===== config.mk =====
export PLATFORM = sky130hd
export DESIGN_NAME = pbc_pin_func_select
export DESIGN_NICKNAME = d
export VERILOG_FILES = /design/src/pbc_pkg.sv /design/src/pbc_reg_if.sv /design/src/pbc_axi_slave.sv /design/src/pbc_pin_func_select.sv
export VERILOG_INCLUDE_DIRS = /design/src
export SDC_FILE = /design/constraint.sdc
export NUM_CORES = 1
export LEC_CHECK = 0
export BUFFER_PORTS_ARGS = -buffer_cell sky130_fd_sc_hd__clkbuf_2
export CAP_MARGIN = 10
export CORE_MARGIN = 1.5
export CORE_UTILIZATION = 45
export DETAILED_ROUTE_END_ITERATION = 8
export GPL_TIMING_DRIVEN = 0
export PLACE_DENSITY = 0.73
export SLEW_MARGIN = 20
export SYNTH_ARGS = -nofsm -noshare
export SYNTH_HDL_FRONTEND = slang
export SYNTH_SLANG_ARGS = --single-unit

===== constraint.sdc =====
create_clock -name ref_clk -period 1.5 [get_ports ref_clk]
set_clock_uncertainty 0.2 [all_clocks]
set_input_delay 0.375 -clock ref_clk [delete_from_list [all_inputs] [get_ports ref_clk]]
set_output_delay 0.375 -clock ref_clk [all_outputs]
set_load 0.05 [all_outputs]

===== src/pbc_cfg.svh =====
// Purpose: Offsets, field layout, reset values and codes of the pin select block
// Assumes: Included by bare name
// Notes: Definitions only
`ifndef PBC_CFG_SVH
`define PBC_CFG_SVH
`define PBC_ADDR_W 4
`define PBC_OFF_PB 4'h0
`define PBC_OFF_PC 4'h4
`define PBC_PB_RST 16'h0000
`define PBC_PC_RST 16'h0000
`define PBC_GPIO_RST 8'hff
`define PBC_PB_RSVD 16'h000a
`define PBC_PB_SMALL 16'h0005
`define PBC_FLD_W 2
`define PBC_CODE_GPIO 2'h0
`define PBC_CODE_IRQ 2'h1
`define PBC_CODE_ADDR 2'h2
`define PBC_CODE_STRB 2'h3
`define PBC_RESP_OKAY 2'h0
`define PBC_RESP_SLVERR 2'h2
`endif


===== src/pbc_pkg.sv =====
// Purpose: Types of the pin select block
// Assumes: Nothing
// Notes: One-hot codes written out
package pbc_pkg;
    typedef enum logic [3:0] {
        FN_GPIO = 4'h1,
        FN_IRQ = 4'h2,
        FN_ADDR = 4'h4,
        FN_STRB = 4'h8
    } pbc_func_t;
    typedef enum logic [2:0] {
        BS_IDLE = 3'h1,
        BS_BRESP = 3'h2,
        BS_RRESP = 3'h4
    } pbc_bus_st_t;
    typedef struct packed {
        pbc_bus_st_t st;
        logic awHave;
        logic wHave;
        logic [3:0] addr;
        logic [31:0] wData;
        logic [3:0] wStrb;
        logic awReady;
        logic wReady;
        logic arReady;
        logic bValid;
        logic [1:0] bResp;
        logic rValid;
        logic [1:0] rResp;
        logic [31:0] rData;
    } pbc_bus_state_t;
    typedef struct packed {
        logic [15:0] pbReg;
        logic [15:0] pcReg;
        logic [7:0] pbGpio;
        logic [3:0] addrEn;
        logic [3:0] extIntEn;
        logic [3:0] strbEn;
        logic [15:0] pcOutEn;
    } pbc_pin_state_t;
endpackage : pbc_pkg


===== src/pbc_reg_if.sv =====
// Purpose: Register access between bus slave and register file
// Assumes: One clock
// Notes: Write and read strobes are single-cycle
`timescale 1ns/1ns
`default_nettype none
`include "pbc_cfg.svh"
interface pbc_reg_if;
    logic wrEn;
    logic [`PBC_ADDR_W-1:0] wrAddr;
    logic [31:0] wrData;
    logic [3:0] wrStrb;
    logic wrOk;
    logic rdEn;
    logic [`PBC_ADDR_W-1:0] rdAddr;
    logic [31:0] rdData;
    logic rdOk;
    modport bus (output wrEn, wrAddr, wrData, wrStrb, rdEn, rdAddr,
        input wrOk, rdData, rdOk);
    modport regs (input wrEn, wrAddr, wrData, wrStrb, rdEn, rdAddr,
        output wrOk, rdData, rdOk);
endinterface : pbc_reg_if
`default_nettype wire


===== src/pbc_axi_slave.sv =====
// Purpose: AXI4-Lite slave front end
// Assumes: One write or one read at a time
// Notes: Read answered at the accepting edge, write one edge after both halves
`timescale 1ns/1ns
`default_nettype none
`include "pbc_cfg.svh"
module pbc_axi_slave import pbc_pkg::*; (
    input wire logic ref_clk,
    input wire logic rstN,
    input wire logic [`PBC_ADDR_W-1:0] awaddr,
    input wire logic awvalid,
    output logic awready,
    input wire logic [31:0] wdata,
    input wire logic [3:0] wstrb,
    input wire logic wvalid,
    output logic wready,
    output logic [1:0] bresp,
    output logic bvalid,
    input wire logic bready,
    input wire logic [`PBC_ADDR_W-1:0] araddr,
    input wire logic arvalid,
    output logic arready,
    output logic [31:0] rdata,
    output logic [1:0] rresp,
    output logic rvalid,
    input wire logic rready,
    pbc_reg_if.bus bus
);
    pbc_bus_state_t r;
    pbc_bus_state_t n;

    // ----------------------------------------
    // Handshake
    // ----------------------------------------
    always_comb begin
        n = r;
        bus.wrEn = 1'b0;
        bus.wrAddr = r.addr;
        bus.wrData = r.wData;
        bus.wrStrb = r.wStrb;
        bus.rdEn = arvalid && r.arReady;
        bus.rdAddr = araddr;
        case (r.st)
            BS_IDLE: begin
                if (awvalid && r.awReady) begin
                    n.awHave = 1'b1;
                    n.addr = awaddr;
                end
                if (wvalid && r.wReady) begin
                    n.wHave = 1'b1;
                    n.wData = wdata;
                    n.wStrb = wstrb;
                end
                if (bus.rdEn) begin
                    n.st = BS_RRESP;
                    n.rValid = 1'b1;
                    n.rData = bus.rdData;
                    n.rResp = bus.rdOk ? `PBC_RESP_OKAY : `PBC_RESP_SLVERR;
                end else if (r.awHave && r.wHave) begin
                    bus.wrEn = 1'b1;
                    n.st = BS_BRESP;
                    n.awHave = 1'b0;
                    n.wHave = 1'b0;
                    n.bValid = 1'b1;
                    n.bResp = bus.wrOk ? `PBC_RESP_OKAY : `PBC_RESP_SLVERR;
                end
            end
            BS_BRESP: begin
                if (bready) begin
                    n.bValid = 1'b0;
                    n.st = BS_IDLE;
                end
            end
            BS_RRESP: begin
                if (rready) begin
                    n.rValid = 1'b0;
                    n.st = BS_IDLE;
                end
            end
            default: begin
                n.st = BS_IDLE;
                n.bValid = 1'b0;
                n.rValid = 1'b0;
            end
        endcase
        // Readies registered so no path runs from valid to ready
        n.awReady = (n.st == BS_IDLE) && !n.awHave;
        n.wReady = (n.st == BS_IDLE) && !n.wHave;
        n.arReady = (n.st == BS_IDLE) && !n.awHave && !n.wHave;
    end

    always_ff @(posedge ref_clk) begin
        if (!rstN) begin
            r <= '{st: BS_IDLE, default: '0};
        end else begin
            r <= n;
        end
    end

    assign awready = r.awReady;
    assign wready = r.wReady;
    assign arready = r.arReady;
    assign bvalid = r.bValid;
    assign bresp = r.bResp;
    assign rvalid = r.rValid;
    assign rresp = r.rResp;
    assign rdata = r.rData;
endmodule : pbc_axi_slave
`default_nettype wire


===== src/pbc_pin_func_select.sv =====
// Purpose: Port B low pin function select and port C direction control
// Assumes: Pin inputs synchronous to ref_clk
// Notes: Pin controls registered, they follow a register write at the same edge
//
// Notes on behaviour
// Field 15:14 makes pin B7 general I/O at 00, address line 19 at 10, general I/O in single-chip mode.
// Field 13:12 makes pin B6 general I/O at 00, address line 18 at 10, general I/O in single-chip mode.
// Field 11:10 makes pin B5 general I/O, interrupt input 3, or read/write output except in single-chip mode.
// Field 9:8 makes pin B4 general I/O, interrupt input 2, or upper column strobe except in single-chip mode.
// Field 7:6 makes pin B3 general I/O, interrupt input 1, or lower column strobe except in single-chip mode.
// Field 5:4 makes pin B2 general I/O, interrupt input 0, or row strobe except in single-chip mode.
// Bits 3 and 1 of the port B select register read 0 and software writes them 0.
// Bit 2 makes pin B1 address line 17 when set, or when clear with on-chip ROM off, else general I/O.
// The code keeps pin B1 general I/O in single-chip mode and on the reduced-pin variant.
// Bit 0 makes pin B0 address line 16 when set, or when clear with on-chip ROM off, else general I/O.
// The code keeps pin B0 general I/O in single-chip mode and on the reduced-pin variant.
// On the reduced-pin variant bits 2 and 0 are read-only.
// The port B select register clears on power-on reset and holds through watchdog reset.
// The port C direction register is 16 bits, read/write, bit n for pin n.
// A direction bit of 1 makes a general I/O port C pin an output, 0 an input.
// A direction bit acts only while its pin is general I/O.
// The port C direction register clears on power-on reset and holds through watchdog reset.
// Software leaves the port C direction register alone on the reduced-pin variant.
// Software avoids reserved codes of the two-bit fields.
//
// Added by the designer: the AXI4-Lite register port and the placing of the registers.
`timescale 1ns/1ns
`default_nettype none
`include "pbc_cfg.svh"
module pbc_pin_func_select import pbc_pkg::*; #(
    parameter bit REDUCED_PINS = 1'b0
) (
    input wire logic ref_clk,
    input wire logic reset_n,
    input wire logic watchdogReset,
    input wire logic singleChip,
    input wire logic romDisabled,
    input wire logic [15:0] portCGpioMode,
    input wire logic [`PBC_ADDR_W-1:0] awaddr,
    input wire logic awvalid,
    output logic awready,
    input wire logic [31:0] wdata,
    input wire logic [3:0] wstrb,
    input wire logic wvalid,
    output logic wready,
    output logic [1:0] bresp,
    output logic bvalid,
    input wire logic bready,
    input wire logic [`PBC_ADDR_W-1:0] araddr,
    input wire logic arvalid,
    output logic arready,
    output logic [31:0] rdata,
    output logic [1:0] rresp,
    output logic rvalid,
    input wire logic rready,
    output logic [7:0] pinBGpio,
    output logic [3:0] addrOutEn,
    output logic [3:0] extIntEn,
    output logic rowStrobeEn,
    output logic columnStrobeLowerEn,
    output logic columnStrobeUpperEn,
    output logic busReadWriteOutEn,
    output logic [15:0] portCOutEn
);
    // Reduced variant keeps bits 2 and 0 at zero
    localparam logic [15:0] PB_WMASK = REDUCED_PINS ?
        ~(`PBC_PB_RSVD | `PBC_PB_SMALL) : ~`PBC_PB_RSVD;

    pbc_reg_if bus ();
    pbc_pin_state_t r;
    pbc_pin_state_t n;
    logic [1:0] wrSel;
    logic [1:0] rdSel;
    pbc_func_t fn [8];

    // ----------------------------------------
    // Bus front end
    // ----------------------------------------
    // Watchdog reset restarts the bus side only
    pbc_axi_slave u_slave (
        .ref_clk(ref_clk),
        .rstN(reset_n && !watchdogReset),
        .awaddr(awaddr),
        .awvalid(awvalid),
        .awready(awready),
        .wdata(wdata),
        .wstrb(wstrb),
        .wvalid(wvalid),
        .wready(wready),
        .bresp(bresp),
        .bvalid(bvalid),
        .bready(bready),
        .araddr(araddr),
        .arvalid(arvalid),
        .arready(arready),
        .rdata(rdata),
        .rresp(rresp),
        .rvalid(rvalid),
        .rready(rready),
        .bus(bus)
    );

    // ----------------------------------------
    // Helpers
    // ----------------------------------------
    function automatic logic [1:0] regSel(input logic [`PBC_ADDR_W-1:0] a);
        regSel = {a == `PBC_OFF_PC, a == `PBC_OFF_PB};
    endfunction : regSel

    function automatic logic [15:0] merge(input logic [15:0] old,
        input logic [15:0] val, input logic [3:0] strb);
        merge[7:0] = strb[0] ? val[7:0] : old[7:0];
        merge[15:8] = strb[1] ? val[15:8] : old[15:8];
    endfunction : merge

    // Reserved codes fall back to general I/O
    function automatic pbc_func_t fieldFunc(input logic [1:0] code,
        input logic sc, input logic addrPin);
        case (code)
            `PBC_CODE_IRQ: fieldFunc = addrPin ? FN_GPIO : FN_IRQ;
            `PBC_CODE_ADDR: fieldFunc = (addrPin && !sc) ? FN_ADDR : FN_GPIO;
            `PBC_CODE_STRB: fieldFunc = (!addrPin && !sc) ? FN_STRB : FN_GPIO;
            default: fieldFunc = FN_GPIO;
        endcase
    endfunction : fieldFunc

    function automatic pbc_func_t bitFunc(input logic sel,
        input logic sc, input logic romOff);
        if (sc) begin
            bitFunc = FN_GPIO;
        end else begin
            bitFunc = (sel || romOff) ? FN_ADDR : FN_GPIO;
        end
    endfunction : bitFunc

    // ----------------------------------------
    // Registers and pin decode
    // ----------------------------------------
    always_comb begin
        n = r;
        wrSel = regSel(bus.wrAddr);
        rdSel = regSel(bus.rdAddr);
        // Port C absent on the reduced variant, access gets an error
        bus.wrOk = wrSel[0] || (wrSel[1] && !REDUCED_PINS);
        bus.rdOk = rdSel[0] || (rdSel[1] && !REDUCED_PINS);
        bus.rdData = 32'h0;
        if (rdSel[0]) begin
            bus.rdData = {16'h0, r.pbReg};
        end else if (rdSel[1] && !REDUCED_PINS) begin
            bus.rdData = {16'h0, r.pcReg};
        end
        if (bus.wrEn && wrSel[0]) begin
            n.pbReg = merge(r.pbReg, bus.wrData[15:0], bus.wrStrb) & PB_WMASK; // see R7
        end
        if (bus.wrEn && wrSel[1] && !REDUCED_PINS) begin
            n.pcReg = merge(r.pcReg, bus.wrData[15:0], bus.wrStrb);
        end
        for (int i = 0; i < 8; i++) begin
            if (i < 2) begin
                fn[i] = bitFunc(n.pbReg[`PBC_FLD_W*i], singleChip, romDisabled); // see R8
                if (REDUCED_PINS) begin
                    fn[i] = FN_GPIO;
                end
            end else begin
                fn[i] = fieldFunc(n.pbReg[`PBC_FLD_W*i +: 2], singleChip, i >= 6); // see R1
            end
            n.pbGpio[i] = (fn[i] == FN_GPIO);
        end
        n.addrEn = {fn[7] == FN_ADDR, fn[6] == FN_ADDR, fn[1] == FN_ADDR, fn[0] == FN_ADDR};
        for (int i = 0; i < 4; i++) begin
            n.extIntEn[i] = (fn[i+2] == FN_IRQ); // see R3, see R4, see R5
            n.strbEn[i] = (fn[i+2] == FN_STRB); // see R3, see R4, see R5
        end
        // Direction only counts where port C pin is general I/O
        n.pcOutEn = n.pcReg & portCGpioMode; // see R13
    end

    // Only power-on reset clears, watchdog reset leaves state alone
    always_ff @(posedge ref_clk) begin
        if (!reset_n) begin
            r <= '{pbReg: `PBC_PB_RST, pcReg: `PBC_PC_RST, pbGpio: `PBC_GPIO_RST, default: '0}; // see R11
        end else begin
            r <= n;
        end
    end

    assign pinBGpio = r.pbGpio;
    assign addrOutEn = r.addrEn;
    assign extIntEn = r.extIntEn;
    assign rowStrobeEn = r.strbEn[0];
    assign columnStrobeLowerEn = r.strbEn[1];
    assign columnStrobeUpperEn = r.strbEn[2];
    assign busReadWriteOutEn = r.strbEn[3];
    assign portCOutEn = r.pcOutEn;
endmodule : pbc_pin_func_select
`default_nettype wire


==> results by group <==
Status
  • Status: finished with violations
  • Violated checks: negative hold slack, negative setup slack

Global route
  • Grt ovf: 0
  • First-pass GRT wire length: just under 30 mm
  • GRT Total Usage: just over 30%
  • Vias in the first global route: 5446
  • Largest net degree at the start of global routing: 17
  • Initial antenna violation count: 0

Yosys
  • Synth async-reset ratio: 0%
  • Area leader, netlist: dfxtp_1
  • Ys Warns: 0
  • Most instantiated cells after synthesis: dfxtp_1 (116), nand2_1 (90), buf_4 (72)
  • Most common cell in the netlist: dfxtp_1
  • Number of synthesized flops with an enable pin: 0
  • Synth top area cells: dfxtp_1 (45%), buf_4 (10%), a21oi_1 (6.6%), nand2_1 (6.5%), a21boi_0 (3.9%)
  • Mapped Area: around 0.0052 sq mm
  • Synth cell types: 44
  • Post-Synthesis Cells: 611
  • Number of synthesized register bits: ~120
  • Register area share after synthesis: between 40% and 50%
  • Dominant synthesized flop cell: dfxtp_1
  • Synthesized area per cell: roughly 8.5 sq um
  • Post-synth top area share: about 45%

Drt
  • DRC: 0
  • Antenna-violating nets left: 0
  • Initial DRC Count: approximately 560
  • Via density: 5.98
  • Wirelength per Cell: ~23 um
  • Post-Route WL: about 21 mm
  • Via count: between 5000 and 6000
  • Drt first pass iters: 9

Placement
  • Area after DPL: approximately 0.0061 sq mm
  • Post-Place Cells: approximately 900
  • Post-DP HPWL: between 10 and 15 mm
  • # port buffers: about 110
  • Worst slack, placed: -0.630 ns
  • Placer Congestion: 0.898

Pwr
  • Sequential fraction of design power: slightly below 40%
  • Switching Fraction: 23.7%
  • Maximum vdd ir drop: between 0.001 and 0.0015 V
  • Clock share of power: between 50% and 60%
  • Lkg Pwr: between 3 and 4 nW
  • Combinational power share: 9.7%
  • Internal: between 6 and 7 mW
  • Total power: around 8 mW
  • Psw: 1.91 mW
  • PD cells: approximately 850 mW/mm^2

Final layout
  • Final #Nets: between 800 and 900
  • Final Non-Filler Cells: 950
  • Fraction of layout cells with a size suffix above 1: between 50% and 60%
  • Inserted Diodes: 0
  • Area Overhead vs Synth: 81.1%
  • Final Cell Area: roughly 0.0094 sq mm
  • Final core utilization: just over 80%

Critical path
  • Critical Path AT: roughly 2.3 ns
  • Req. time, crit path: ~1.7 ns
  • WS Path Type: flop to flop
  • Crit. End Element: flop
  • Crit start category: flop
  • Critical path fanouts, max: 7

Floorplanning
  • Die X: approximately 110 um
  • FP Rows: 39
  • IO Count: between 100 and 150
  • Die ar.: between 0.01 and 0.015 sq mm
  • Core Area: approximately 0.011 sq mm
  • Initial Utilization: 45.9%
  • Die Height: about 110 um

CTS
  • TritonCTS Buffers: 17
  • H-tree levels: 4
  • CTS root buf: clkbuf_16
  • CTS tree: built
  • Clk buf depth: 2
  • Clock sinks: approximately 120
  • Worst skew pair latency: 0.43 ns
  • Clk slew on worst S/H paths: about 0.060 ns

Timing
  • Tcrit/Tclk final: 140%
  • RSZ-0062 raised after global routing: yes
  • Final setup fails: 140
  • Min Tclk post-route: 2.10 ns
  • Setup ws final: -0.601 ns
  • Max-slew headroom: a little under two fifths
  • Hold slack: -0.00526 ns
  • Final hold violation count: 1
  • Slew of the pin with the lowest slew margin: 0.944 ns
  • Max Freq: between 0.4 and 0.5 GHz
  • Setup_tns: -46.11 ns
  • Max-slew violations: 0

Hold path
  • Hold WC Path Type: primary input to flop

Run
  • Max-cap violations: 0
==> routing by layer <==
metal	part of all wire (%)	wire [um]	up-vias	track usage, %
li1	-	-	2448	-
met3	7.3	1580	101	7.63
met2	51	10900	375	52.6
met1	37	7940	2758	35.0
met4	5.0	1070	0	15.3
met5	0	0	-	0
==> cell type report <==
class | count | area (sq um)
clock buffer | 25 | 485
multi-input combinational | 397 | 3070
tap | 143 | 179
buffer | 72 | 638
inverter | 4 | 21.3
clock inverter | 5 | 100
fill | 568 | 1930
timing repair buffer | 188 | 2540
sequential | 116 | 2410
==> cell usage in the layout, fill, tap and decap left out, types with 25 or more instances in the layout <==
cell type       n
clkbuf_16      72
nand2_1        70
dfxtp_1        57
clkbuf_2       56
dfxtp_2        55
a21oi_2        44
buf_4          39
buf_6          36
a21boi_1       28
dlygate4sd3_1  28
a21oi_1        25
==> sequential cells by signal (all words and copies together), names as in the netlist, 2 cells and up <==
| signal | cells |
|---|---|
| portCOutEn | 16 |
| r | 30 |
| u_slave.bus.wrData | 16 |
| addrOutEn | 4 |
| u_slave.r | 5 |
| u_slave.bus.wrAddr | 4 |
| u_slave.bus.wrStrb | 2 |
| extIntEn | 4 |
| pinBGpio | 8 |
| u_slave.rdata | 16 |
==> cell families after synthesis <==
group                     synth area share (%)
and+or+nand+nor                           19.1
AOI/OAI and AO/OA                         18.6
DFF                                       44.5
buffers and inverters                     13.8
muxes                                     3.79
xor gates and xnor gates                 0.168
other                                   0.0719
==> what timing repair did <==
item                                   CTS  global route
gates resized for setup                377           133
endpoints found under the hold margin   28             0
hold buffers                            28             0
gates cloned                             4             2
pin swaps                               49            41
buffers inserted                        28            19
setup endpoints to repair              173           161
==> power by group through the flow <==
stage	combinational [mW]	sequential, mW	clock, mW
3_3_place_gp	0.492	3.19	0
4_1_cts	0.688	3.13	4.08
5_1_grt	0.803	3.13	4.30
2_1_floorplan	0.331	3.20	0
3_5_place_dp	0.496	3.19	0
6_report	0.778	3.13	4.14
==> worst paths after layout <==
path	depth (start not counted)	to	slack (ns)	start
setup / recovery	8	u_slave.rdata[1]	-0.60	u_slave.r[84]
hold reg to reg	2	u_slave.rdata[14]	0.27	u_slave.rdata[14]
hold / removal	3	u_slave.bus.wrData[9]	-0.005	wdata[9]
setup reg to reg	8	u_slave.rdata[1]	-0.60	u_slave.r[84]
==> worst max-delay path, stage by stage (launching register included) <==
cell     delay (ns)
dfxtp_4        0.36
buf_4          0.14
buf_6          0.11
or3b_4         0.39
nor2_4         0.13
buf_12         0.15
buf_6          0.12
nand4_1        0.22
a21oi_2        0.21
Power figures use the tool's default switching activity.
